--- src/inc/cpu_regs_pkg.sv ---
package cpu_regs_pkg;

	// ----------------------------------------------------------------
	// widths and layout of the status word
	// ----------------------------------------------------------------
	localparam int WORD_W     = 16;
	localparam int BANK_W     = 8;
	localparam int FLAG_W     = 8;
	localparam int IPL_W      = 3;
	localparam int STATUS_W   = 11;
	localparam int DEC_DIGITS = 4;
	localparam int FLAG_C     = 0;
	localparam int FLAG_Z     = 1;
	localparam int FLAG_I     = 2;
	localparam int FLAG_D     = 3;
	localparam int FLAG_X     = 4;
	localparam int FLAG_M     = 5;
	localparam int FLAG_V     = 6;
	localparam int FLAG_N     = 7;
	localparam int SIGN_WIDE  = 15;
	localparam int SIGN_NARROW = 7;

	// ----------------------------------------------------------------
	// values after reset
	// ----------------------------------------------------------------
	localparam logic [15:0] RST_WORD  = 16'h0000;
	localparam logic [7:0]  RST_BANK  = 8'h00;
	localparam logic [7:0]  RST_FLAGS = 8'h04;
	localparam logic [2:0]  RST_IPL   = 3'h0;

	// ----------------------------------------------------------------
	// operation codes and selectors
	// ----------------------------------------------------------------
	typedef enum logic [4:0] {
		OP_IDLE, OP_LOAD, OP_ADD, OP_SUB, OP_SHL, OP_SHR, OP_ROTL,
		OP_ROTR, OP_FLAG_SET, OP_FLAG_CLR, OP_CARRY_SET, OP_CARRY_CLR,
		OP_MASK_SET, OP_MASK_CLR, OP_LEN_SET, OP_LEN_CLR, OP_OVF_CLR
	} op_t;
	typedef enum logic [2:0] {
		SEL_ACC_A, SEL_ACC_B, SEL_IDX_X, SEL_IDX_Y, SEL_STACK,
		SEL_PAGE, SEL_DATA_BANK
	} reg_sel_t;
	typedef enum logic [1:0] {PC_HOLD, PC_INC, PC_BRANCH, PC_JUMP} pc_op_t;
	typedef enum logic [1:0] {SP_HOLD, SP_INC, SP_DEC} sp_op_t;
	typedef enum logic [2:0] {
		CC_CARRY_SET, CC_CARRY_CLR, CC_ZERO_SET, CC_ZERO_CLR,
		CC_OVF_SET, CC_OVF_CLR, CC_NEG_SET, CC_NEG_CLR
	} cond_t;
	typedef enum logic [3:0] {
		AM_ABS, AM_ABS_X, AM_ABS_Y, AM_DIR, AM_DIR_X, AM_DIR_Y,
		AM_STACK_REL, AM_LONG, AM_MOVE_SRC, AM_MOVE_DST
	} addr_mode_t;

endpackage

--- src/core/arith_unit.sv ---
`timescale 1ns/10ps
module arith_unit
	import cpu_regs_pkg::*;
(
	// operands
	input  wire logic [15:0] a,
	input  wire logic [15:0] b,
	input  wire logic        carry_in,
	// mode
	input  wire logic        subtract,
	input  wire logic        decimal,
	input  wire logic        narrow,
	// results
	output logic      [15:0] result,
	output logic             carry_out,
	output logic             overflow
);
	logic [15:0]         b_eff;
	logic [16:0]         bin_sum;
	logic [8:0]          lo_sum;
	logic [15:0]         dec_sum;
	logic [DEC_DIGITS:0] dc;

	// subtract is add of the complement, carry meaning "no borrow"
	assign b_eff   = subtract ? ~b : b;
	assign bin_sum = {1'b0, a} + {1'b0, b_eff} + {16'h0000, carry_in};
	assign lo_sum  = {1'b0, a[7:0]} + {1'b0, b_eff[7:0]}
		+ {8'h00, carry_in};
	assign dc[0]   = carry_in;

	// one decimal digit per slice, carry rippling upward
	for (genvar d = 0; d < DEC_DIGITS; d++) begin : g_digit
		logic [4:0] raw;
		logic       over;
		always_comb begin
			if (subtract) begin
				raw = {1'b0, a[4*d +: 4]} - {1'b0, b[4*d +: 4]}
					- {4'h0, ~dc[d]};
				over = !raw[4];
			end else begin
				raw = {1'b0, a[4*d +: 4]} + {1'b0, b[4*d +: 4]}
					+ {4'h0, dc[d]};
				over = (raw > 5'h09);
			end
		end
		assign dec_sum[4*d +: 4] = subtract
			? (over ? raw[3:0] : raw[3:0] + 4'hA)
			: (over ? raw[3:0] + 4'h6 : raw[3:0]);
		assign dc[d+1] = over;
	end

	// width picks where carry and sign are read
	always_comb begin
		result = decimal ? dec_sum : bin_sum[15:0];
		if (decimal) begin
			carry_out = narrow ? dc[DEC_DIGITS/2] : dc[DEC_DIGITS];
		end else begin
			carry_out = narrow ? lo_sum[8] : bin_sum[16];
		end
		if (narrow) begin
			overflow = (a[SIGN_NARROW] == b_eff[SIGN_NARROW])
				&& (lo_sum[SIGN_NARROW] != a[SIGN_NARROW]);
		end else begin
			overflow = (a[SIGN_WIDE] == b_eff[SIGN_WIDE])
				&& (bin_sum[SIGN_WIDE] != a[SIGN_WIDE]);
		end
	end
endmodule

--- src/core/addr_gen.sv ---
`timescale 1ns/10ps
module addr_gen
	import cpu_regs_pkg::*;
(
	// clock and reset
	input  wire logic        ref_clk,
	input  wire logic        rst_b,
	// request
	input  wire addr_mode_t  mode,
	input  wire logic [15:0] operand,
	input  wire logic [7:0]  bank_byte,
	// register set
	input  wire logic [15:0] index_x,
	input  wire logic [15:0] index_y,
	input  wire logic        index_narrow,
	input  wire logic [15:0] stack_ptr,
	input  wire logic [7:0]  data_bank,
	input  wire logic [15:0] page_base,
	// result
	output logic      [23:0] eff_addr,
	output logic             extra_cycle
);
	logic [15:0] ix;
	logic [15:0] iy;
	logic [15:0] dir_idx;
	logic [16:0] dir_sum;
	logic [23:0] abs_base;
	logic [23:0] next_eff_addr;
	logic        is_dir;

	// narrow index contributes its low byte only
	assign ix       = index_narrow ? {8'h00, index_x[7:0]} : index_x;
	assign iy       = index_narrow ? {8'h00, index_y[7:0]} : index_y;
	assign abs_base = {data_bank, operand};
	assign is_dir   = (mode == AM_DIR) || (mode == AM_DIR_X)
		|| (mode == AM_DIR_Y);
	assign dir_idx  = (mode == AM_DIR_X) ? ix
		: (mode == AM_DIR_Y) ? iy : 16'h0000;
	// page sum may reach bank 1 when the base is high
	assign dir_sum  = {1'b0, page_base} + {9'h000, operand[7:0]}
		+ {1'b0, dir_idx};

	// address per mode
	always_comb begin
		next_eff_addr = abs_base;
		unique case (mode)
			AM_ABS:       next_eff_addr = abs_base;
			AM_ABS_X:     next_eff_addr = abs_base + {8'h00, ix};
			AM_ABS_Y:     next_eff_addr = abs_base + {8'h00, iy};
			AM_DIR, AM_DIR_X, AM_DIR_Y:
				next_eff_addr = {7'h00, dir_sum};
			AM_STACK_REL: next_eff_addr = {8'h00,
				stack_ptr + {8'h00, operand[7:0]}};
			AM_LONG:      next_eff_addr = {bank_byte, operand};
			AM_MOVE_SRC:  next_eff_addr = {bank_byte, ix};
			AM_MOVE_DST:  next_eff_addr = {bank_byte, iy};
			default:      next_eff_addr = abs_base;
		endcase
	end

	// registered result and the slow-page hint
	always_ff @(posedge ref_clk) begin
		if (!rst_b) begin
			eff_addr    <= 24'h000000;
			extra_cycle <= 1'b0;
		end else begin
			eff_addr    <= next_eff_addr;
			extra_cycle <= is_dir && (page_base[7:0] != 8'h00);
		end
	end
endmodule

--- src/core/cpu_register_set.sv ---
// Contract
// - accumulator A is 16 bits, 8 bits wide when data length flag set
// - accumulator B behaves exactly like accumulator A
// - index X and Y are 16 bits, 8 bits when index length flag set
// - indexed modes add the chosen index to the base address
// - block move source is instruction byte three above index X
// - block move destination is instruction byte two above index Y
// - stack pointer is 16 bits, used by calls, interrupts, stack modes
// - counter increment carry bumps the program bank by one
// - branch carry or borrow bumps program bank up or down
// - data bank gives upper address byte in bank-based modes
// - direct page base is 16 bits; direct modes add it, may reach bank 1
// - nonzero low byte of the page base costs extra cycles
// - status word is 11 bits: result flags, control flags, level
// - branches test carry, zero, overflow and negative
// - carry takes arithmetic carry or borrow and shift-out bit
// - zero flag set on zero result, cleared otherwise
// - mask flag blocks maskable interrupts; set on interrupt entry
// - decimal flag makes add and subtract decimal, 4 or 2 digits
// - index length flag 0 gives 16-bit index, 1 gives 8-bit
// - data length flag 0 gives 16-bit data, 1 gives 8-bit
// - overflow flag marks signed result outside the width's range
// - negative flag copies bit 15 or bit 7 of the result
// - every flag set/clearable generically; some have own instructions
`timescale 1ns/10ps
module cpu_register_set
	import cpu_regs_pkg::*;
(
	// clock and reset
	input  wire logic        ref_clk,
	input  wire logic        rst_b,

	// operation from the decoder
	input  wire op_t         op,
	input  wire reg_sel_t    reg_sel,
	input  wire logic [15:0] op_data,
	input  wire logic [7:0]  flag_mask,

	// program counter control
	input  wire pc_op_t      pc_op,
	input  wire logic [15:0] branch_offset,
	input  wire logic [23:0] jump_target,

	// stack control
	input  wire sp_op_t      sp_op,

	// interrupt entry
	input  wire logic        irq_entry,
	input  wire logic [2:0]  irq_level,

	// branch test
	input  wire cond_t       branch_cond,
	output logic             branch_taken,
	output logic             irq_enable,

	// address generation
	input  wire addr_mode_t  addr_mode,
	input  wire logic [15:0] addr_operand,
	input  wire logic [7:0]  addr_bank,
	output logic      [23:0] eff_addr,
	output logic             addr_extra_cycle,

	// register contents
	output logic      [15:0] acc_a,
	output logic      [15:0] acc_b,
	output logic      [15:0] index_x,
	output logic      [15:0] index_y,
	output logic      [15:0] stack_ptr,
	output logic      [15:0] prog_counter,
	output logic      [7:0]  program_bank,
	output logic      [7:0]  data_bank,
	output logic      [15:0] direct_page_base,
	output logic      [10:0] processor_status_word,
	output logic      [23:0] fetch_addr
);

	// ----------------------------------------------------------------
	// internal state and helpers
	// ----------------------------------------------------------------
	logic [7:0]  flags;
	logic [7:0]  next_flags;
	logic [2:0]  ipl;
	logic        narrow_data;
	logic        narrow_index;
	logic        use_b;
	logic [15:0] acc_sel;
	logic        is_acc;
	logic        is_index;
	logic        is_arith;
	logic        is_shift;
	logic [15:0] alu_res;
	logic        alu_carry;
	logic        alu_ovf;
	logic [15:0] shift_res;
	logic        shift_carry;
	logic [15:0] acc_res;
	logic [15:0] nz_val;
	logic        nz_narrow;
	logic        nz_update;

	// keep the upper byte when the register runs narrow
	function automatic logic [15:0] merge16(
		input logic [15:0] old_val,
		input logic [15:0] new_val,
		input logic        narrow
	);
		merge16 = narrow ? {old_val[15:8], new_val[7:0]} : new_val;
	endfunction

	function automatic logic is_zero(
		input logic [15:0] v,
		input logic        narrow
	);
		is_zero = narrow ? (v[7:0] == 8'h00) : (v == 16'h0000);
	endfunction

	assign narrow_data  = flags[FLAG_M];
	assign narrow_index = flags[FLAG_X];

	assign use_b    = (reg_sel == SEL_ACC_B);
	assign acc_sel  = use_b ? acc_b : acc_a;
	assign is_acc   = (reg_sel == SEL_ACC_A) || use_b;
	assign is_index = (reg_sel == SEL_IDX_X) || (reg_sel == SEL_IDX_Y);
	assign is_arith = (op == OP_ADD) || (op == OP_SUB);
	assign is_shift = (op == OP_SHL) || (op == OP_SHR)
		|| (op == OP_ROTL) || (op == OP_ROTR);

	// ----------------------------------------------------------------
	// arithmetic and shifts
	// ----------------------------------------------------------------

	// decimal only reaches add and subtract
	arith_unit u_arith (
		.a         (acc_sel),
		.b         (op_data),
		.carry_in  (flags[FLAG_C]),
		.subtract  (op == OP_SUB),
		.decimal   (flags[FLAG_D]),
		.narrow    (narrow_data),
		.result    (alu_res),
		.carry_out (alu_carry),
		.overflow  (alu_ovf)
	);

	// shift-out bit comes from the top of the active width for left shifts, from bit 0 for right
	always_comb begin
		logic cin;
		cin = ((op == OP_ROTL) || (op == OP_ROTR)) ? flags[FLAG_C] : 1'b0;
		if ((op == OP_SHL) || (op == OP_ROTL)) begin
			shift_res   = {acc_sel[14:0], cin};
			shift_carry = narrow_data ? acc_sel[SIGN_NARROW]
				: acc_sel[SIGN_WIDE];
		end else begin
			shift_res   = narrow_data
				? {acc_sel[15:8], cin, acc_sel[7:1]}
				: {cin, acc_sel[15:1]};
			shift_carry = acc_sel[0];
		end
	end

	assign acc_res = is_arith ? alu_res : is_shift ? shift_res : op_data;

	// ----------------------------------------------------------------
	// accumulators
	// ----------------------------------------------------------------

	// accumulator A, narrow writes keep the high byte
	always_ff @(posedge ref_clk) begin
		if (!rst_b) begin
			acc_a <= RST_WORD;
		end else if ((reg_sel == SEL_ACC_A)
				&& ((op == OP_LOAD) || is_arith || is_shift)) begin
			acc_a <= merge16(acc_a, acc_res, narrow_data);
		end
	end

	always_ff @(posedge ref_clk) begin
		if (!rst_b) begin
			acc_b <= RST_WORD;
		end else if (use_b && ((op == OP_LOAD) || is_arith || is_shift)) begin
			acc_b <= merge16(acc_b, acc_res, narrow_data);
		end
	end

	// ----------------------------------------------------------------
	// index registers
	// ----------------------------------------------------------------

	// both index registers follow the index length flag
	always_ff @(posedge ref_clk) begin
		if (!rst_b) begin
			index_x <= RST_WORD;
			index_y <= RST_WORD;
		end else if (op == OP_LOAD) begin
			if (reg_sel == SEL_IDX_X) begin
				index_x <= merge16(index_x, op_data, narrow_index);
			end
			if (reg_sel == SEL_IDX_Y) begin
				index_y <= merge16(index_y, op_data, narrow_index);
			end
		end
	end

	// ----------------------------------------------------------------
	// stack, banks and page base
	// ----------------------------------------------------------------

	// a load beats a step in the same cycle
	always_ff @(posedge ref_clk) begin
		if (!rst_b) begin
			stack_ptr <= RST_WORD;
		end else if ((op == OP_LOAD) && (reg_sel == SEL_STACK)) begin
			stack_ptr <= op_data;
		end else begin
			unique case (sp_op)
				SP_INC:  stack_ptr <= stack_ptr + 16'h0001;
				SP_DEC:  stack_ptr <= stack_ptr - 16'h0001;
				default: stack_ptr <= stack_ptr;
			endcase
		end
	end

	// data bank loaded from the low byte
	always_ff @(posedge ref_clk) begin
		if (!rst_b) begin
			data_bank <= RST_BANK;
		end else if ((op == OP_LOAD) && (reg_sel == SEL_DATA_BANK)) begin
			data_bank <= op_data[7:0];
		end
	end

	always_ff @(posedge ref_clk) begin
		if (!rst_b) begin
			direct_page_base <= RST_WORD;
		end else if ((op == OP_LOAD) && (reg_sel == SEL_PAGE)) begin
			direct_page_base <= op_data;
		end
	end

	// one 24-bit add lets carries fall into the bank byte
	always_ff @(posedge ref_clk) begin
		if (!rst_b) begin
			prog_counter <= RST_WORD;
			program_bank <= RST_BANK;
		end else begin
			unique case (pc_op)
				PC_HOLD: ;
				PC_INC: {program_bank, prog_counter}
					<= {program_bank, prog_counter} + 24'h000001;
				// sign-extended offset gives carry or borrow
				PC_BRANCH: {program_bank, prog_counter}
					<= {program_bank, prog_counter}
					+ {{8{branch_offset[15]}}, branch_offset};
				PC_JUMP: {program_bank, prog_counter} <= jump_target;
			endcase
		end
	end

	// ----------------------------------------------------------------
	// status flags
	// ----------------------------------------------------------------

	// value that the negative and zero flags judge
	always_comb begin
		nz_val    = acc_res;
		nz_narrow = narrow_data;
		nz_update = is_arith || is_shift;
		if (op == OP_LOAD) begin
			nz_val    = op_data;
			nz_narrow = is_index ? narrow_index : narrow_data;
			nz_update = is_acc || is_index;
		end
	end

	always_comb begin
		next_flags = flags;
		if (nz_update) begin
			next_flags[FLAG_Z] = is_zero(nz_val, nz_narrow);
			// sign bit of the active width
			next_flags[FLAG_N] = nz_narrow ? nz_val[SIGN_NARROW]
				: nz_val[SIGN_WIDE];
		end
		unique case (op)
			OP_IDLE, OP_LOAD: ;
			OP_ADD, OP_SUB: begin
				next_flags[FLAG_C] = alu_carry;
				next_flags[FLAG_V] = alu_ovf;
			end
			OP_SHL, OP_SHR, OP_ROTL, OP_ROTR:
				next_flags[FLAG_C] = shift_carry;
			OP_FLAG_SET:  next_flags = flags | flag_mask;
			OP_FLAG_CLR:  next_flags = flags & ~flag_mask;
			OP_CARRY_SET: next_flags[FLAG_C] = 1'b1;
			OP_CARRY_CLR: next_flags[FLAG_C] = 1'b0;
			OP_MASK_SET:  next_flags[FLAG_I] = 1'b1;
			OP_MASK_CLR:  next_flags[FLAG_I] = 1'b0;
			OP_LEN_SET:   next_flags[FLAG_M] = 1'b1;
			OP_LEN_CLR:   next_flags[FLAG_M] = 1'b0;
			OP_OVF_CLR:   next_flags[FLAG_V] = 1'b0;
			default: ;
		endcase
		// interrupt entry sets the mask, winning any clear
		if (irq_entry) begin
			next_flags[FLAG_I] = 1'b1;
		end
	end

	always_ff @(posedge ref_clk) begin
		if (!rst_b) begin
			flags <= RST_FLAGS;
		end else begin
			flags <= next_flags;
		end
	end

	// level replaced by the requester's on entry
	always_ff @(posedge ref_clk) begin
		if (!rst_b) begin
			ipl <= RST_IPL;
		end else if (irq_entry) begin
			ipl <= irq_level;
		end
	end

	// eleven bits, level above the flags
	assign processor_status_word = {ipl, flags};

	// maskable requests pass only with the mask clear
	assign irq_enable = !flags[FLAG_I];

	// ----------------------------------------------------------------
	// branch test and addressing
	// ----------------------------------------------------------------

	always_comb begin
		unique case (branch_cond)
			CC_CARRY_SET: branch_taken = flags[FLAG_C];
			CC_CARRY_CLR: branch_taken = !flags[FLAG_C];
			CC_ZERO_SET:  branch_taken = flags[FLAG_Z];
			CC_ZERO_CLR:  branch_taken = !flags[FLAG_Z];
			CC_OVF_SET:   branch_taken = flags[FLAG_V];
			CC_OVF_CLR:   branch_taken = !flags[FLAG_V];
			CC_NEG_SET:   branch_taken = flags[FLAG_N];
			CC_NEG_CLR:   branch_taken = !flags[FLAG_N];
		endcase
	end

	addr_gen u_addr (
		.ref_clk      (ref_clk),
		.rst_b        (rst_b),
		.mode         (addr_mode),
		.operand      (addr_operand),
		.bank_byte    (addr_bank),
		.index_x      (index_x),
		.index_y      (index_y),
		.index_narrow (narrow_index),
		.stack_ptr    (stack_ptr),
		.data_bank    (data_bank),
		.page_base    (direct_page_base),
		.eff_addr     (eff_addr),
		.extra_cycle  (addr_extra_cycle)
	);

	assign fetch_addr = {program_bank, prog_counter};

endmodule

--- config.mk ---
export PLATFORM = sky130hd
export DESIGN_NAME = cpu_register_set
export DESIGN_NICKNAME = d
export VERILOG_FILES = /design/src/inc/cpu_regs_pkg.sv /design/src/core/arith_unit.sv /design/src/core/addr_gen.sv /design/src/core/cpu_register_set.sv
export SDC_FILE = /design/constraint.sdc
export NUM_CORES = 1
export LEC_CHECK = 0
export BUFFER_PORTS_ARGS = -buffer_cell sky130_fd_sc_hd__clkbuf_2
export CAP_MARGIN = 20
export CORE_MARGIN = 3
export CORE_UTILIZATION = 45
export DETAILED_ROUTE_END_ITERATION = 6
export GPL_ROUTABILITY_DRIVEN = 0
export PLACE_DENSITY = 0.71
export SYNTH_ARGS = -nofsm -noshare
export SYNTH_HDL_FRONTEND = slang
export SYNTH_SLANG_ARGS = --single-unit
--- constraint.sdc ---
create_clock -name ref_clk -period 10.7 [get_ports ref_clk]
set_input_delay 0 -clock ref_clk [delete_from_list [all_inputs] [get_ports ref_clk]]
set_output_delay 0 -clock ref_clk [all_outputs]
set_load 0.005 [all_outputs]
### Word-level counts from Yosys, hierarchy flattened

Index checks and enable logic that the tools add are counted.

| storage, ports and cells | value |
|---|---|
| register bits after elaboration | 164 |
| output and inout port bits | 190 |

| cells by class | value |
|---|---|
| add/subtract/negate cells | 37 |
| order comparisons | 4 |
| equal/unequal tests | 47 |
| mux-type cells | 59 |
| bitwise logic cells | 11 |
| reduce and logical (&&, ||, !) cells | 54 |

Operator list:

| kind | number |
|---|---|
| two-way mux 16 bit | 13 |
| one-hot mux 24 bit (7 select lines) | 1 |
| two-way mux 4 bit | 16 |
| adder 24 x 16 -> 24 bit | 2 |
| one-hot mux 16 bit (3 select lines) | 1 |
| equality test 5 x 4 -> 1 bit (second input constant) | 8 |
| one-hot mux 16 bit (2 select lines) | 1 |
| adder 24 x 1 -> 24 bit (second input constant) | 1 |
| adder 24 bit | 1 |
| one-hot mux 8 bit (3 select lines) | 1 |
| equality test 3 bit (second input constant) | 7 |
| adder 4 x 4 -> 5 bit | 4 |
| adder 5 x 1 -> 5 bit | 4 |
| equality test 5 x 3 -> 1 bit (second input constant) | 4 |
| greater-than comparator 5 x 4 -> 1 bit (second input constant) | 4 |
| subtractor 4 x 4 -> 5 bit | 4 |
| subtractor 5 x 1 -> 5 bit | 4 |
| two-way mux 1 bit | 18 |
| adder 16 x 16 -> 17 bit | 1 |
| adder 16 x 8 -> 17 bit | 1 |
| adder 17 x 1 -> 17 bit | 1 |
| adder 17 x 16 -> 17 bit | 1 |
| adder 16 x 1 -> 16 bit (second input constant) | 1 |
| adder 16 x 8 -> 16 bit | 1 |
| 44 further kinds | 112 |

### Depth between registers and ports, before layout

Gate-level depths: netlist of run 1.

| depth | value |
|---|---|
| word-level depth | 27 |
| gate-level depth with buffers | 40 |
| depth with buffers taken out | 38 |

### Modules after synthesis

Synthesis of run 1 repeated with hierarchy kept, for this count alone.

| unflattened totals | value |
|---|---|
| cell total of the unflattened synthesis | 2,135 |
| area, all modules | 16,254.3 um^2 |

By module, submodules not included:

| module | instances | cells each | area an instance (um^2) |
|---|---|---|---|
| cpu_register_set | 1 | 1,152 | 8,951.1 |
| addr_gen | 1 | 558 | 4,066.4 |
| arith_unit | 1 | 425 | 3,236.9 |

### Worst setup path after synthesis of run 1

OpenSTA, ideal clock, no wires.

| timing path | value |
|---|---|
| path type | input-to-reg |
| from | input reg_sel[2] |
| to | register flags[1] |
| data arrival time | 8.746 ns |
| setup slack | 1.894 ns |
| stages | 37 |
| path buffers | 3 |
| cell sequence | buf_2 > nor3b_4 > buf_2 > buf_2 > mux2_2 > ha_1 > ha_1 > a21oi_1 > xnor2_1 > o21ai_0 > fa_1 > fa_1 > xnor2_1 > and2_1 > o21ai_0 > nand2_1 > o21a_1 > fa_1 > fa_1 > a21boi_0 > nor3_1 > o21ai_1 > o21ai_0 > fa_1 > fa_1 > nor3_1 > a21oi_1 > xnor2_1 > inv_1 > ha_1 > or3_1 > nand3_1 > xnor2_1 > o221a_2 > a311oi_1 > and4bb_1 > a41o_1 |

| on the way | value |
|---|---|
| cells in the longest elaborated chain, start to end | 27 |
| elaborated cells between the ends (all ways) | 80 |
| classes of those cells | add/sub (26); order compare (4); eq/ne (3); mux (33); bitwise (3); reduce/logical (11) |

RTL lines:

| what | line | source |
|---|---|---|
| from (decl) | cpu_register_set.sv:35 | `input wire reg_sel_t reg_sel,` |
| branches (longest 27 deep; another with adder 4 x 4 -> 5 bit) | -- |  |
| to (signal assigned) | cpu_register_set.sv:312 | `flags <= next_flags;` |
| to (decl) | cpu_register_set.sv:80 | `logic [7:0] flags;` |

Parallel ways; which one is timed is not known. The select of a mux whose other input is x is not followed.
A chain may end at the register's enable or synchronous reset.

### Final worst setup path of run 1

| timing path | value |
|---|---|
| from | register flags[0] |
| to | register flags[1] |

| on the way | value |
|---|---|
| cells in the longest elaborated chain, start to end | 25 |
| elaborated cells between the ends (all ways) | 61 |
| classes of those cells | add/sub (17); order compare (4); mux (30); bitwise (4); reduce/logical (6) |

RTL lines:

| what | line | source |
|---|---|---|
| branches (longest 19 deep; another with adder 5 x 1 -> 5 bit) | -- |  |
| two-way mux 16 bit * | cpu_register_set.sv:161 | `assign acc_res = is_arith ? alu_res : is_shift ? shift_res : op_data;` |
| two-way mux 16 bit * | cpu_register_set.sv:268 | `if (op == OP_LOAD) begin` |
| logical NOT 16 bit | cpu_register_set.sv:114 | `is_zero = narrow ? (v[7:0] == 8'h00) : (v == 16'h0000);` |
| two-way mux 1 bit * | cpu_register_set.sv:114 |  |
| two-way mux 1 bit * | cpu_register_set.sv:277 | `if (nz_update) begin` |
| one-hot mux 1 bit (2 select lines) * | cpu_register_set.sv:283 | `unique case (op)` |

Every way passes the cells marked *. The select of a mux whose other input is x is not followed.

==> results.rst, run 1 <==
.. list-table::
   :header-rows: 1

   * - Metric
     - Value
   * - Status
     - finished clean
   * - Hold Crit Endpoint
     - program_bank[6]
   * - Via Count
     - roughly 18k
   * - Synth async-reset ratio
     - 0
   * - Wire length of the first global-routing pass
     - approximately 90 mm
   * - Most instantiated flip-flop cell in the synthesis netlist
     - sky130_fd_sc_hd__dfxtp_1
   * - Number of hold violations in the final report
     - 0
   * - Uppermost layer routed
     - met5
   * - FF-to-FF Start
     - flags[0]
   * - Sw Ratio
     - 0.358
   * - Post-layout minimum cycle time
     - a little over 10 ns
   * - Number of synthesized register bits
     - about 160
   * - Post-DRT Antenna Nets
     - 0
   * - M1 wire length
     - 23.4 mm
   * - Number of global-route vias before repair
     - roughly 17k
   * - Cell chosen for the clock root
     - sky130_fd_sc_hd__clkbuf_16
   * - Most used standard cells in the synthesized netlist
     - 238 x sky130_fd_sc_hd__nand2_1, 190 x sky130_fd_sc_hd__nor2_1, 184 x sky130_fd_sc_hd__a21oi_1
   * - Max_slew headroom
     - 0.306
   * - CTS Buffer Depth
     - 2
   * - Quantity of gates resized following cts
     - 0
   * - Routed length on met3
     - ~6.7 mm
   * - Sequential area share after synthesis
     - 0.202
   * - Number of antenna violations at the first check in global routing
     - 3
   * - # rows
     - slightly below 70
   * - Tcrit/Tclk final
     - 0.949
   * - Logic depth of the worst register-to-register path
     - 33
   * - Master of the slowest instance on the critical path
     - sky130_fd_sc_hd__a311oi_1
   * - Top-area cell type share of the netlist area
     - 0.202
   * - Library cell appearing most often on the critical path
     - sky130_fd_sc_hd__fa_1
   * - Layout cells sized above 1
     - 0.173
   * - Hold-fix buffers, CTS
     - 63
   * - Critical Path Fanout Max
     - 7
   * - Synth top area cells
     - sky130_fd_sc_hd__dfxtp_1 20%, sky130_fd_sc_hd__ha_1 10%, sky130_fd_sc_hd__a21oi_1 5.7%
   * - Class of the tightest hold or removal check
     - in -> reg
   * - Wire per inst
     - about 21 microns
   * - LEAKAGE
     - ~8.5 nW
   * - Slowest stage delay, CP
     - 0.70 ns
   * - H-Tree Level Count
     - 4
   * - Signal arrival time at the worst endpoint
     - between 10 and 15 ns
   * - Number of synthesized flops with an enable pin
     - 0
   * - Power per cell area
     - a little under 100 nW/um^2
   * - Power share of the sequential group
     - 0.354
   * - Most frequent cell after synthesis
     - sky130_fd_sc_hd__nand2_1
   * - Smallest hold slack
     - roughly 0.03 ns
   * - Worst slew pin tran
     - about 1.0 ns
   * - Width of the die
     - ~200 microns
   * - Hold-critical path depth
     - 5
   * - Hold Path Origin
     - jump_target[22]
   * - Average footprint of a synthesized cell
     - 7.73 sq um
   * - Global router's overall resource usage
     - 0.302
   * - Part of the total power dissipated in combinational logic
     - 0.306
   * - Relative contribution of the clock network to total power
     - 0.340
   * - Number of different library cells in the post-synthesis netlist
     - between 90 and 100
   * - Worst clock skew
     - 0.0184 ns
   * - Largest net degree at the start of global routing
     - 86
   * - Library cell with the largest summed area after synthesis
     - sky130_fd_sc_hd__dfxtp_1
   * - Switching power of the nets
     - 0.000677 W
   * - DRC marker count from the first detailed-route iteration
     - about 1.6k
   * - Post-detailed-placement half-perimeter wirelength
     - 45.7 mm
   * - Max-capacitance violation count
     - 0
   * - Syn_nets
     - around 2.4k
   * - CTS tree
     - yes
   * - Kind of start point of the critical path
     - flop
   * - Total standard cell area after synthesis
     - 16300 sq um
   * - Met2 WL
     - about 28 mm
   * - Total setup violations reported at the end of the flow
     - 0
   * - Drt drc
     - 0
   * - Pre-CTS setup slack
     - between 0.6 and 0.7 ns
   * - CP Class
     - reg -> reg
   * - CTS clk-pin slew, worst paths
     - 0.07 ns
   * - Internal power component
     - approximately 0.0012 W
   * - Peak VDD IR
     - between 0.0001 and 0.00015 V
   * - Number of nets in the layout
     - 2654
   * - # Post-CTS Setup Buffers
     - 0
   * - Cells after synthesis
     - 2104
   * - Initial DRT Pass Iterations
     - 6
   * - Max Slew Vio Count
     - 0
   * - Final cell utilization of the core
     - 0.545
   * - Fill cell count
     - between 3k and 4k
   * - Clock sink count
     - around 160
   * - Synth-to-layout area growth
     - 17.5%
   * - Sort of element at the end of the critical path
     - flop
   * - Required time of the critical path
     - roughly 11 ns
   * - Vias per Instance
     - 6.27
   * - Height of the die
     - around 200 microns
   * - Area of the core
     - between 30000 and 40000 sq um
   * - Initial Util
     - 0.464
   * - Setup TNS Final
     - 0 ns
   * - Highest clock rate
     - ~99 MHz
   * - Global route overflow
     - 0
   * - I/O pin count
     - about 300
   * - Worst r2r dst
     - flags[1]
   * - Setup WS post-layout
     - around 0.55 ns
   * - Number of warnings issued by yosys
     - 0
   * - Unrepaired setup endpoints after global routing
     - no
   * - IO buf count
     - about 300
   * - Die area
     - around 38000 sq um
   * - Setup slack of the most critical reg-to-reg path
     - between 0.5 and 0.6 ns
   * - Post-detailed-routing wire length
     - 60.5 mm
   * - Cts bufs inserted
     - 17
   * - Clock Latency Late Sink
     - 0.46 ns
-- flip-flops by register name, indices dropped and copies added, names as in the netlist, named ones only --
name,cells
index_y,16
acc_b,16
index_x,16
flags,6
direct_page_base,16
u_addr.extra_cycle,1
acc_a,16
stack_ptr,16
ipl,3
prog_counter,16
u_addr.eff_addr,24
program_bank,8
data_bank,8
-- worst max path at each step --
stage          startpoint       end  slack, ns  depth (start not counted)
4_1_cts          flags[0]  flags[1]       0.89                         34
6_report         flags[0]  flags[1]       0.55                         33
5_1_grt          flags[0]  flags[1]       0.16                         34
3_3_place_gp   reg_sel[2]  flags[1]       1.10                         36
3_5_place_dp   reg_sel[2]  flags[1]       0.69                         36
2_1_floorplan  reg_sel[2]  flags[1]       1.89                         37
-- power groups by stage --
stage	clock (W)	combinational [W]	sequential (W)
6_report	0.000642	0.000578	0.000670
4_1_cts	0.000650	0.000566	0.000669
2_1_floorplan	0	0.000389	0.000673
3_3_place_gp	0	0.000531	0.000683
3_5_place_dp	0	0.000543	0.000684
5_1_grt	0.000673	0.000631	0.000673
-- cell type report --
class	count	area (sq um)	area share
well taps	455	569	0.0298
inverters	79	299	0.0157
diodes	1	2.50	0.000131
clock buffers	18	429	0.0225
repair buffers	389	2320	0.122
flip-flops and latches	164	3280	0.172
multi-input cells	1723	12000	0.630
clock inverters	14	160	0.00839
-- placed cells by master, fill, tap and decap left out, types with 60 or more instances in the layout --
cell | netlist | routed
sky130_fd_sc_hd__clkbuf_2 | 0 | 302
sky130_fd_sc_hd__nand2_1 | 238 | 238
sky130_fd_sc_hd__nor2_1 | 190 | 190
sky130_fd_sc_hd__a21oi_1 | 184 | 184
sky130_fd_sc_hd__dfxtp_1 | 164 | 164
sky130_fd_sc_hd__ha_1 | 136 | 136
sky130_fd_sc_hd__o21ai_0 | 124 | 124
sky130_fd_sc_hd__xnor2_1 | 93 | 93
sky130_fd_sc_hd__inv_1 | 73 | 73
sky130_fd_sc_hd__dlygate4sd3_1 | 0 | 63
sky130_fd_sc_hd__nor3_1 | 60 | 60
-- layer usage --
layer  track usage  up-vias
met4         0.139        4
met3        0.0778      207
li1              -     8173
met5             0        -
met1         0.372     8324
met2         0.495     1113
-- through the flow --
stage	cells	area (sq um)	power, W
final	2843	19100	0.00189
after global routing	2842	19100	0.00198
after CTS	2840	19100	0.00189
after detailed placement	2745	17900	0.00123
after global placement	2745	17900	0.00121
after floorplan	2104	16300	0.00106
-- cell families (layout without fill, tap and decap cells) --
kind of cell	Yosys count	after routing	synth area share
other cells	0	1	0
xor+xnor	136	136	0.0741
fa+ha+maj	167	167	0.143
buf+inv	217	500	0.0582
mux	86	86	0.0637
compound gates	620	620	0.248
simple gates	714	714	0.211
flops	164	164	0.202
-- worst max-delay path, delay by kind of cell (launching register included) --
family                   cells  cell delay (ns)
flip-flops                   1             0.53
XOR/XNOR                     3             0.60
AND/OR/NAND/NOR              8             1.76
adder cells (fa/ha/maj)      9             3.81
AO/OA/AOI/OAI               11             3.08
buffers and inverters        2             0.31
No activity file was read; power rests on OpenSTA's default activity.
==> run 2: changes to the inputs <==
--- a/config.mk
+++ b/config.mk
@@ -12,6 +12,7 @@
 export DETAILED_ROUTE_END_ITERATION = 6
 export GPL_ROUTABILITY_DRIVEN = 0
 export PLACE_DENSITY = 0.71
+export RECOVER_POWER = 50
 export SYNTH_ARGS = -nofsm -noshare
 export SYNTH_HDL_FRONTEND = slang
 export SYNTH_SLANG_ARGS = --single-unit
==> run 2 against run 1 <==
Setup slack improved by 0.059 ns. Critical path depth unchanged. Largest power group unchanged. Non-clock buffer count unchanged.
==> results.rst, run 2 (synthesis gave the netlist of run 1 again) <==
.. list-table::
   :header-rows: 1

   * - Metric
     - Value
   * - Worst r2r dst
     - flags[1] (unchanged)
   * - Number of buffer and inverter instances along the worst setup path
     - 2 (unchanged)
   * - Unrepaired setup endpoints after global routing
     - no (unchanged)
   * - Post-detailed-routing wire length
     - 60.5 mm (about the same)
   * - Status
     - finished clean (unchanged)
   * - Layout cells sized above 1
     - 0.130 (was 0.173)
   * - Cell count after placement
     - 2745 (unchanged)
   * - Post-layout minimum cycle time
     - 10.09 ns (was 10.15 ns)
   * - Die area
     - 38400 sq um (unchanged)
   * - Number of flip-flops under the largest register name
     - 24 (unchanged)
   * - IO buf count
     - 302 (unchanged)
   * - Number of hold violations in the final report
     - 0 (unchanged)
   * - Setup slack of the most critical reg-to-reg path
     - 0.61 ns (was 0.55 ns)
   * - Kind of start point of the critical path
     - flop (unchanged)
   * - LEAKAGE
     - 8.13 nW (was 8.47 nW)
   * - Largest register by flop count
     - u_addr.eff_addr (unchanged)
   * - CP Class
     - reg -> reg (unchanged)
   * - Peak VDD IR
     - 0.000122 V (about the same)
   * - Height of the die
     - 196 microns (unchanged)
   * - I/O pin count
     - 303 (unchanged)
   * - Clock Latency Late Sink
     - 0.46 ns (about the same)
   * - Sort of element at the end of the critical path
     - flop (unchanged)
   * - FF-to-FF Start
     - flags[0] (unchanged)
   * - Wire length of the first global-routing pass
     - 92.7 mm (unchanged)
   * - Post-DRT Antenna Nets
     - 0 (unchanged)
   * - Finished Layout Cells
     - 2843 (unchanged)
   * - Commonest non-fill, non-tap cells in the layout
     - 238 x sky130_fd_sc_hd__nand2_1, 200 x sky130_fd_sc_hd__clkbuf_2, 190 x sky130_fd_sc_hd__nor2_1 (was 302 x sky130_fd_sc_hd__clkbuf_2, 238 x sky130_fd_sc_hd__nand2_1, 190 x sky130_fd_sc_hd__nor2_1)
   * - Internal power component
     - 0.00121 W (about the same)
   * - Area of the core
     - 35100 sq um (unchanged)
   * - Post-detailed-placement half-perimeter wirelength
     - 45.7 mm (unchanged)
   * - Placed inst area
     - 17900 sq um (unchanged)
   * - Number of antenna violations at the first check in global routing
     - 3 (unchanged)
   * - CTS clk-pin slew, worst paths
     - 0.08 ns (was 0.07 ns)
   * - Number of global-route vias before repair
     - 17.0k (unchanged)
   * - Synth-to-layout area growth
     - 16.7% (was 17.5%)
   * - Sw Ratio
     - 0.359 (was 0.358)
   * - Cts bufs inserted
     - 17 (unchanged)
   * - Max Slew Vio Count
     - 0 (unchanged)
   * - Initial Util
     - 0.464 (unchanged)
   * - Master of the slowest instance on the critical path
     - sky130_fd_sc_hd__a311oi_1 (unchanged)
   * - Relative contribution of the clock network to total power
     - 0.341 (was 0.340)
   * - Global route overflow
     - 0 (unchanged)
   * - Required time of the critical path
     - 11.10 ns (about the same)
   * - Worst slew pin tran
     - 1.06 ns (was 1.04 ns)
   * - Leading cell type in the layout, fill and taps excluded
     - sky130_fd_sc_hd__nand2_1 (was sky130_fd_sc_hd__clkbuf_2)
   * - Initial DRT Pass Iterations
     - 7 (was 6)
   * - Signal arrival time at the worst endpoint
     - 10.49 ns (was 10.55 ns)
   * - Wire per inst
     - 21.3 microns (about the same)
   * - Tcrit/Tclk final
     - 0.943 (was 0.949)
   * - Hold-critical path depth
     - 3 (was 5)
   * - Drt drc
     - 0 (unchanged)
   * - Part of the total power dissipated in combinational logic
     - 0.304 (was 0.306)
   * - Via Count
     - 17.8k (about the same)
   * - Setup TNS Final
     - 0 ns (unchanged)
   * - Largest net degree at the start of global routing
     - 86 (unchanged)
   * - Hold Path Origin
     - op_data[10] (was jump_target[22])
   * - Cell chosen for the clock root
     - sky130_fd_sc_hd__clkbuf_16 (unchanged)
   * - Clock sink count
     - 164 (unchanged)
   * - Smallest hold slack
     - 0.0226 ns (was 0.0307 ns)
   * - Switching power of the nets
     - 0.000677 W (about the same)
   * - Library cell appearing most often on the critical path
     - sky130_fd_sc_hd__fa_1 (unchanged)
   * - Total setup violations reported at the end of the flow
     - 0 (unchanged)
   * - Width of the die
     - 196 microns (unchanged)
   * - Global router's overall resource usage
     - 0.302 (unchanged)
   * - Class of the tightest hold or removal check
     - in -> reg (unchanged)
   * - H-Tree Level Count
     - 4 (unchanged)
   * - Number of nets in the layout
     - 2654 (unchanged)
   * - Max_slew headroom
     - 0.293 (was 0.306)
   * - Max-capacitance violation count
     - 0 (unchanged)
   * - Power share of the sequential group
     - 0.355 (was 0.354)
   * - Highest clock rate
     - 99.1 MHz (was 98.5 MHz)
   * - Power per cell area
     - 99.5 nW/um^2 (was 99.0 nW/um^2)
   * - CTS Buffer Depth
     - 2 (unchanged)
   * - # rows
     - 68 (unchanged)
   * - Hold Crit Endpoint
     - direct_page_base[10] (was program_bank[6])
   * - Worst clock skew
     - 0.0194 ns (was 0.0184 ns)
   * - Area of all placed cells without fillers
     - 19000 sq um (was 19100 sq um)
   * - CTS tree
     - yes (unchanged)
   * - DRC marker count from the first detailed-route iteration
     - 1627 (was 1610)
   * - Family with the most delay on the worst path
     - adder cells (unchanged)
   * - Slowest stage delay, CP
     - 0.68 ns (was 0.70 ns)
   * - Logic depth of the worst register-to-register path
     - 33 (unchanged)
   * - # Post-CTS Setup Buffers
     - 0 (unchanged)
   * - Critical Path Fanout Max
     - 7 (unchanged)
   * - Vias per Instance
     - 6.26 (was 6.27)
-- run 2: worst max-delay path by stage --
stage               startpoint        to  slack, ns  cells after the start
finish                flags[0]  flags[1]       0.61                     33
global route          flags[0]  flags[1]       0.16                     34
CTS                   flags[0]  flags[1]       0.89                     34
detailed placement  reg_sel[2]  flags[1]       0.69                     36
global placement    reg_sel[2]  flags[1]       1.10                     36
floorplan           reg_sel[2]  flags[1]       1.89                     37
-- run 2: power by group through the flow --
stage | Combinational [W] | Sequential (W) | Clock (W)
finish | 0.000574 | 0.000670 | 0.000644
global route | 0.000627 | 0.000673 | 0.000673
CTS | 0.000566 | 0.000669 | 0.000650
detailed placement | 0.000543 | 0.000684 | 0
global placement | 0.000531 | 0.000683 | 0
floorplan | 0.000389 | 0.000673 | 0
-- run 2: what timing repair did --
item                      CTS  global route
hold endpoints to repair   68             0
resized for setup           0             0
hold buffers               63             0
-- run 2: cell type report --
cell class / count / area [sq um]
antenna: 1 / 2.50
clock buffer: 18 / 429
clock inverter: 14 / 160
fill: 3326 / 16100
inverter: 79 / 299
multi-input combinational: 1723 / 12000
sequential: 164 / 3280
tap: 455 / 569
timing repair buffer: 389 / 2190
-- run 2: through the flow --
stage | setup WS [ns] | total power [W] | utilization
detailed placement | 0.689 | 0.00123 | 0.509
global route | 0.161 | 0.00197 | 0.541
CTS | 0.893 | 0.00189 | 0.544
floorplan | 1.89 | 0.00106 | -
global placement | 1.10 | 0.00121 | 0.509
finish | 0.609 | 0.00189 | 0.541
-- run 2: worst min-delay path, delay by kind of cell --
kind            cells  cell delay [ns]
simple gates        1             0.12
buf+inv             1             0.25
compound gates      1             0.06
-- run 2: metal layers --
metal	up-vias	part of all wire	GRT usage
met1	8276	0.38	0.372
met3	209	0.11	0.0778
met5	-	0.0012	0
met2	1131	0.46	0.495
met4	4	0.046	0.139
li1	8182	-	-
==> run 3: changes to the inputs <==
--- a/config.mk
+++ b/config.mk
@@ -11,6 +11,7 @@
 export CORE_UTILIZATION = 45
 export DETAILED_ROUTE_END_ITERATION = 6
 export GPL_ROUTABILITY_DRIVEN = 0
+export MAX_ROUTING_LAYER = met4
 export PLACE_DENSITY = 0.71
 export RECOVER_POWER = 50
 export SYNTH_ARGS = -nofsm -noshare
==> run 3 against run 2 <==
The run now ends with design-rule violations left. Count of clock-buffer cells in the layout is the same. Register-to-register slack better by 0.07 ns. Power hardly changed. Via count about the same. Clock power hardly changed. Global-route usage increased by 0.89 points. Flip-flop and latch count unchanged. Die area did not move. Setup slack gained 0.073 ns. Largest cell class unchanged.
==> results.rst, run 3 (synthesis gave the netlist of run 1 again) <==
.. list-table::
   :header-rows: 1

   * - Metric
     - Value
   * - Worst clock skew
     - 0.0174 ns (was 0.0194 ns)
   * - CP Class
     - reg -> reg (unchanged)
   * - LEAKAGE
     - 8.13 nW (about the same)
   * - Largest net degree at the start of global routing
     - 86 (unchanged)
   * - Drt drc
     - 1 (was 0)
   * - Highest clock rate
     - 99.8 MHz (was 99.1 MHz)
   * - DRC marker count from the first detailed-route iteration
     - 1757 (was 1627)
   * - Number of antenna violations at the first check in global routing
     - 3 (unchanged)
   * - Library cell appearing most often on the critical path
     - sky130_fd_sc_hd__fa_1 (unchanged)
   * - Hold-critical path depth
     - 3 (unchanged)
   * - Part of the total power dissipated in combinational logic
     - 0.305 (was 0.304)
   * - Cts bufs inserted
     - 17 (unchanged)
   * - Critical Path Fanout Max
     - 7 (unchanged)
   * - Master of the slowest instance on the critical path
     - sky130_fd_sc_hd__a311oi_1 (unchanged)
   * - Number of hold violations in the final report
     - 0 (unchanged)
   * - I/O pin count
     - 303 (unchanged)
   * - Max_slew headroom
     - 0.337 (was 0.293)
   * - Tcrit/Tclk final
     - 0.936 (was 0.943)
   * - Via Count
     - 17.8k (about the same)
   * - Power share of the sequential group
     - 0.355 (about the same)
   * - Die area
     - 38400 sq um (unchanged)
   * - Area of the core
     - 35100 sq um (unchanged)
   * - Signal arrival time at the worst endpoint
     - 10.42 ns (was 10.49 ns)
   * - Status
     - finished, violations left (was finished clean)
   * - # rows
     - 68 (unchanged)
   * - CTS clk-pin slew, worst paths
     - 0.07 ns (was 0.08 ns)
   * - H-Tree Level Count
     - 4 (unchanged)
   * - Worst slew pin tran
     - 0.995 ns (was 1.06 ns)
   * - # Post-CTS Setup Buffers
     - 0 (unchanged)
   * - Quantity of gates resized following cts
     - 0 (unchanged)
   * - Wire per inst
     - 21.3 microns (about the same)
   * - Overall power
     - 0.00189 W (about the same)
   * - Routed length on met3
     - 6.63 mm (was 6.71 mm)
   * - Number of nets in the layout
     - 2655 (was 2654)
   * - Global router's overall resource usage
     - 0.310 (was 0.302)
   * - Peak VDD IR
     - 0.000121 V (was 0.000122 V)
   * - Global route overflow
     - 0 (unchanged)
   * - Initial DRT Pass Iterations
     - 7 (unchanged)
   * - Class of the tightest hold or removal check
     - in -> reg (unchanged)
   * - Startpoint of the most critical setup path
     - flags[0] (unchanged)
   * - Synth-to-layout area growth
     - 16.8% (was 16.7%)
   * - Vias per Instance
     - 6.26 (about the same)
   * - Setup slack of the most critical reg-to-reg path
     - 0.68 ns (was 0.61 ns)
   * - Wire length of the first global-routing pass
     - 92.8 mm (was 92.7 mm)
   * - Kind of start point of the critical path
     - flop (unchanged)
   * - Hold Crit Endpoint
     - direct_page_base[10] (unchanged)
   * - Max-capacitance violation count
     - 0 (unchanged)
   * - CTS tree
     - yes (unchanged)
   * - Total setup violations reported at the end of the flow
     - 0 (unchanged)
   * - Switching power of the nets
     - 0.000676 W (was 0.000677 W)
   * - Relative contribution of the clock network to total power
     - 0.340 (was 0.341)
   * - Post-detailed-routing wire length
     - 60.5 mm (about the same)
   * - Hold Path Origin
     - op_data[10] (unchanged)
   * - Clock Latency Late Sink
     - 0.46 ns (about the same)
   * - Worst r2r dst
     - flags[1] (unchanged)
   * - Internal power component
     - 0.00121 W (about the same)
   * - CTS Buffer Depth
     - 2 (unchanged)
   * - Met2 WL
     - 27.8 mm (was 27.7 mm)
   * - Slowest stage delay, CP
     - 0.65 ns (was 0.68 ns)
   * - Height of the die
     - 196 microns (unchanged)
   * - Unrepaired setup endpoints after global routing
     - no (unchanged)
   * - Post-detailed-placement half-perimeter wirelength
     - 45.7 mm (unchanged)
   * - Uppermost layer routed
     - met4 (was met5)
   * - Largest register by flop count
     - u_addr.eff_addr (unchanged)
   * - Hold-fix buffers, CTS
     - 63 (unchanged)
   * - Cell chosen for the clock root
     - sky130_fd_sc_hd__clkbuf_16 (unchanged)
   * - Sort of element at the end of the critical path
     - flop (unchanged)
   * - Max Slew Vio Count
     - 0 (unchanged)
   * - Setup TNS Final
     - 0 ns (unchanged)
   * - FF-to-FF Start
     - flags[0] (unchanged)
   * - Required time of the critical path
     - 11.10 ns (about the same)
   * - Failing checks
     - design-rule violations
   * - Power per cell area
     - 99.4 nW/um^2 (was 99.5 nW/um^2)
   * - Post-DRT Antenna Nets
     - 0 (unchanged)
   * - Number of flip-flops under the largest register name
     - 24 (unchanged)
   * - Initial Util
     - 0.464 (unchanged)
   * - Number of global-route vias before repair
     - 17.0k (about the same)
   * - Leading cell type in the layout, fill and taps excluded
     - sky130_fd_sc_hd__nand2_1 (unchanged)
   * - Clock sink count
     - 164 (unchanged)
   * - Sw Ratio
     - 0.358 (was 0.359)
   * - Width of the die
     - 196 microns (unchanged)
   * - IO buf count
     - 302 (unchanged)
   * - Logic depth of the worst register-to-register path
     - 34 (was 33)
   * - Post-layout minimum cycle time
     - 10.02 ns (was 10.09 ns)
   * - M1 wire length
     - 23.5 mm (was 23.2 mm)
   * - Commonest non-fill, non-tap cells in the layout
     - 238 x sky130_fd_sc_hd__nand2_1, 200 x sky130_fd_sc_hd__clkbuf_2, 190 x sky130_fd_sc_hd__nor2_1 (unchanged)
   * - Layout cells sized above 1
     - 0.130 (about the same)
-- run 3: cell count changes in the layout (fill, tap and decap cells not counted), sizes merged --
cell / delta
diode: +2
buf: +1
-- run 3: worst max-delay path, delay by kind of cell (launching register included) --
family,cells,cell delay [ns]
buf+inv,2,0.31
xor+xnor,3,0.59
compound gates,11,2.86
simple gates,9,1.88
flops,1,0.52
fa+ha+maj,9,3.79
-- run 3: worst max-delay path by stage --
stage                     endpoint  depth (start not counted)
after global placement    flags[1]                         36
after CTS                 flags[1]                         34
final                     flags[1]                         34
after detailed placement  flags[1]                         36
after global routing      flags[1]                         34
after floorplan           flags[1]                         37
-- run 3: final cells by class --
type	instances	area [sq um]
Timing Repair Buffer	390	2200
Clock inverter	14	160
Tap cell	455	569
Multi-Input combinational cell	1723	12000
Inverter	79	299
Fill cell	3324	16100
Sequential cell	164	3280
Antenna cell	3	7.51
Clock buffer	18	429
-- run 3: through the flow --
step | util | hold WS [ns] | cell area, sq um | worst slack [ns] | cells
floorplan | - | 0.0554 | 16300 | 1.89 | 2104
global placement | 0.509 | 0.219 | 17900 | 1.10 | 2745
detailed placement | 0.509 | 0.228 | 17900 | 0.689 | 2745
CTS | 0.544 | 0.00415 | 19100 | 0.893 | 2840
global route | 0.541 | 0.0294 | 19000 | 0.168 | 2846
finish | 0.541 | 0.0264 | 19000 | 0.682 | 2846
-- run 3: metal layers --
| metal | vias up | track usage |
|---|---|---|
| met5 | - | - |
| met4 | 0 | 0.138 |
| met3 | 197 | 0.0718 |
| met2 | 1101 | 0.495 |
| met1 | 8326 | 0.376 |
| li1 | 8184 | - |
-- run 3: power groups by stage --
stage / Sequential (W) / Combinational (W) / Clock, W
4_1_cts: 0.000669 / 0.000566 / 0.000650
5_1_grt: 0.000673 / 0.000627 / 0.000673
6_report: 0.000670 / 0.000575 / 0.000642
2_1_floorplan: 0.000673 / 0.000389 / 0
3_3_place_gp: 0.000683 / 0.000531 / 0
3_5_place_dp: 0.000684 / 0.000543 / 0
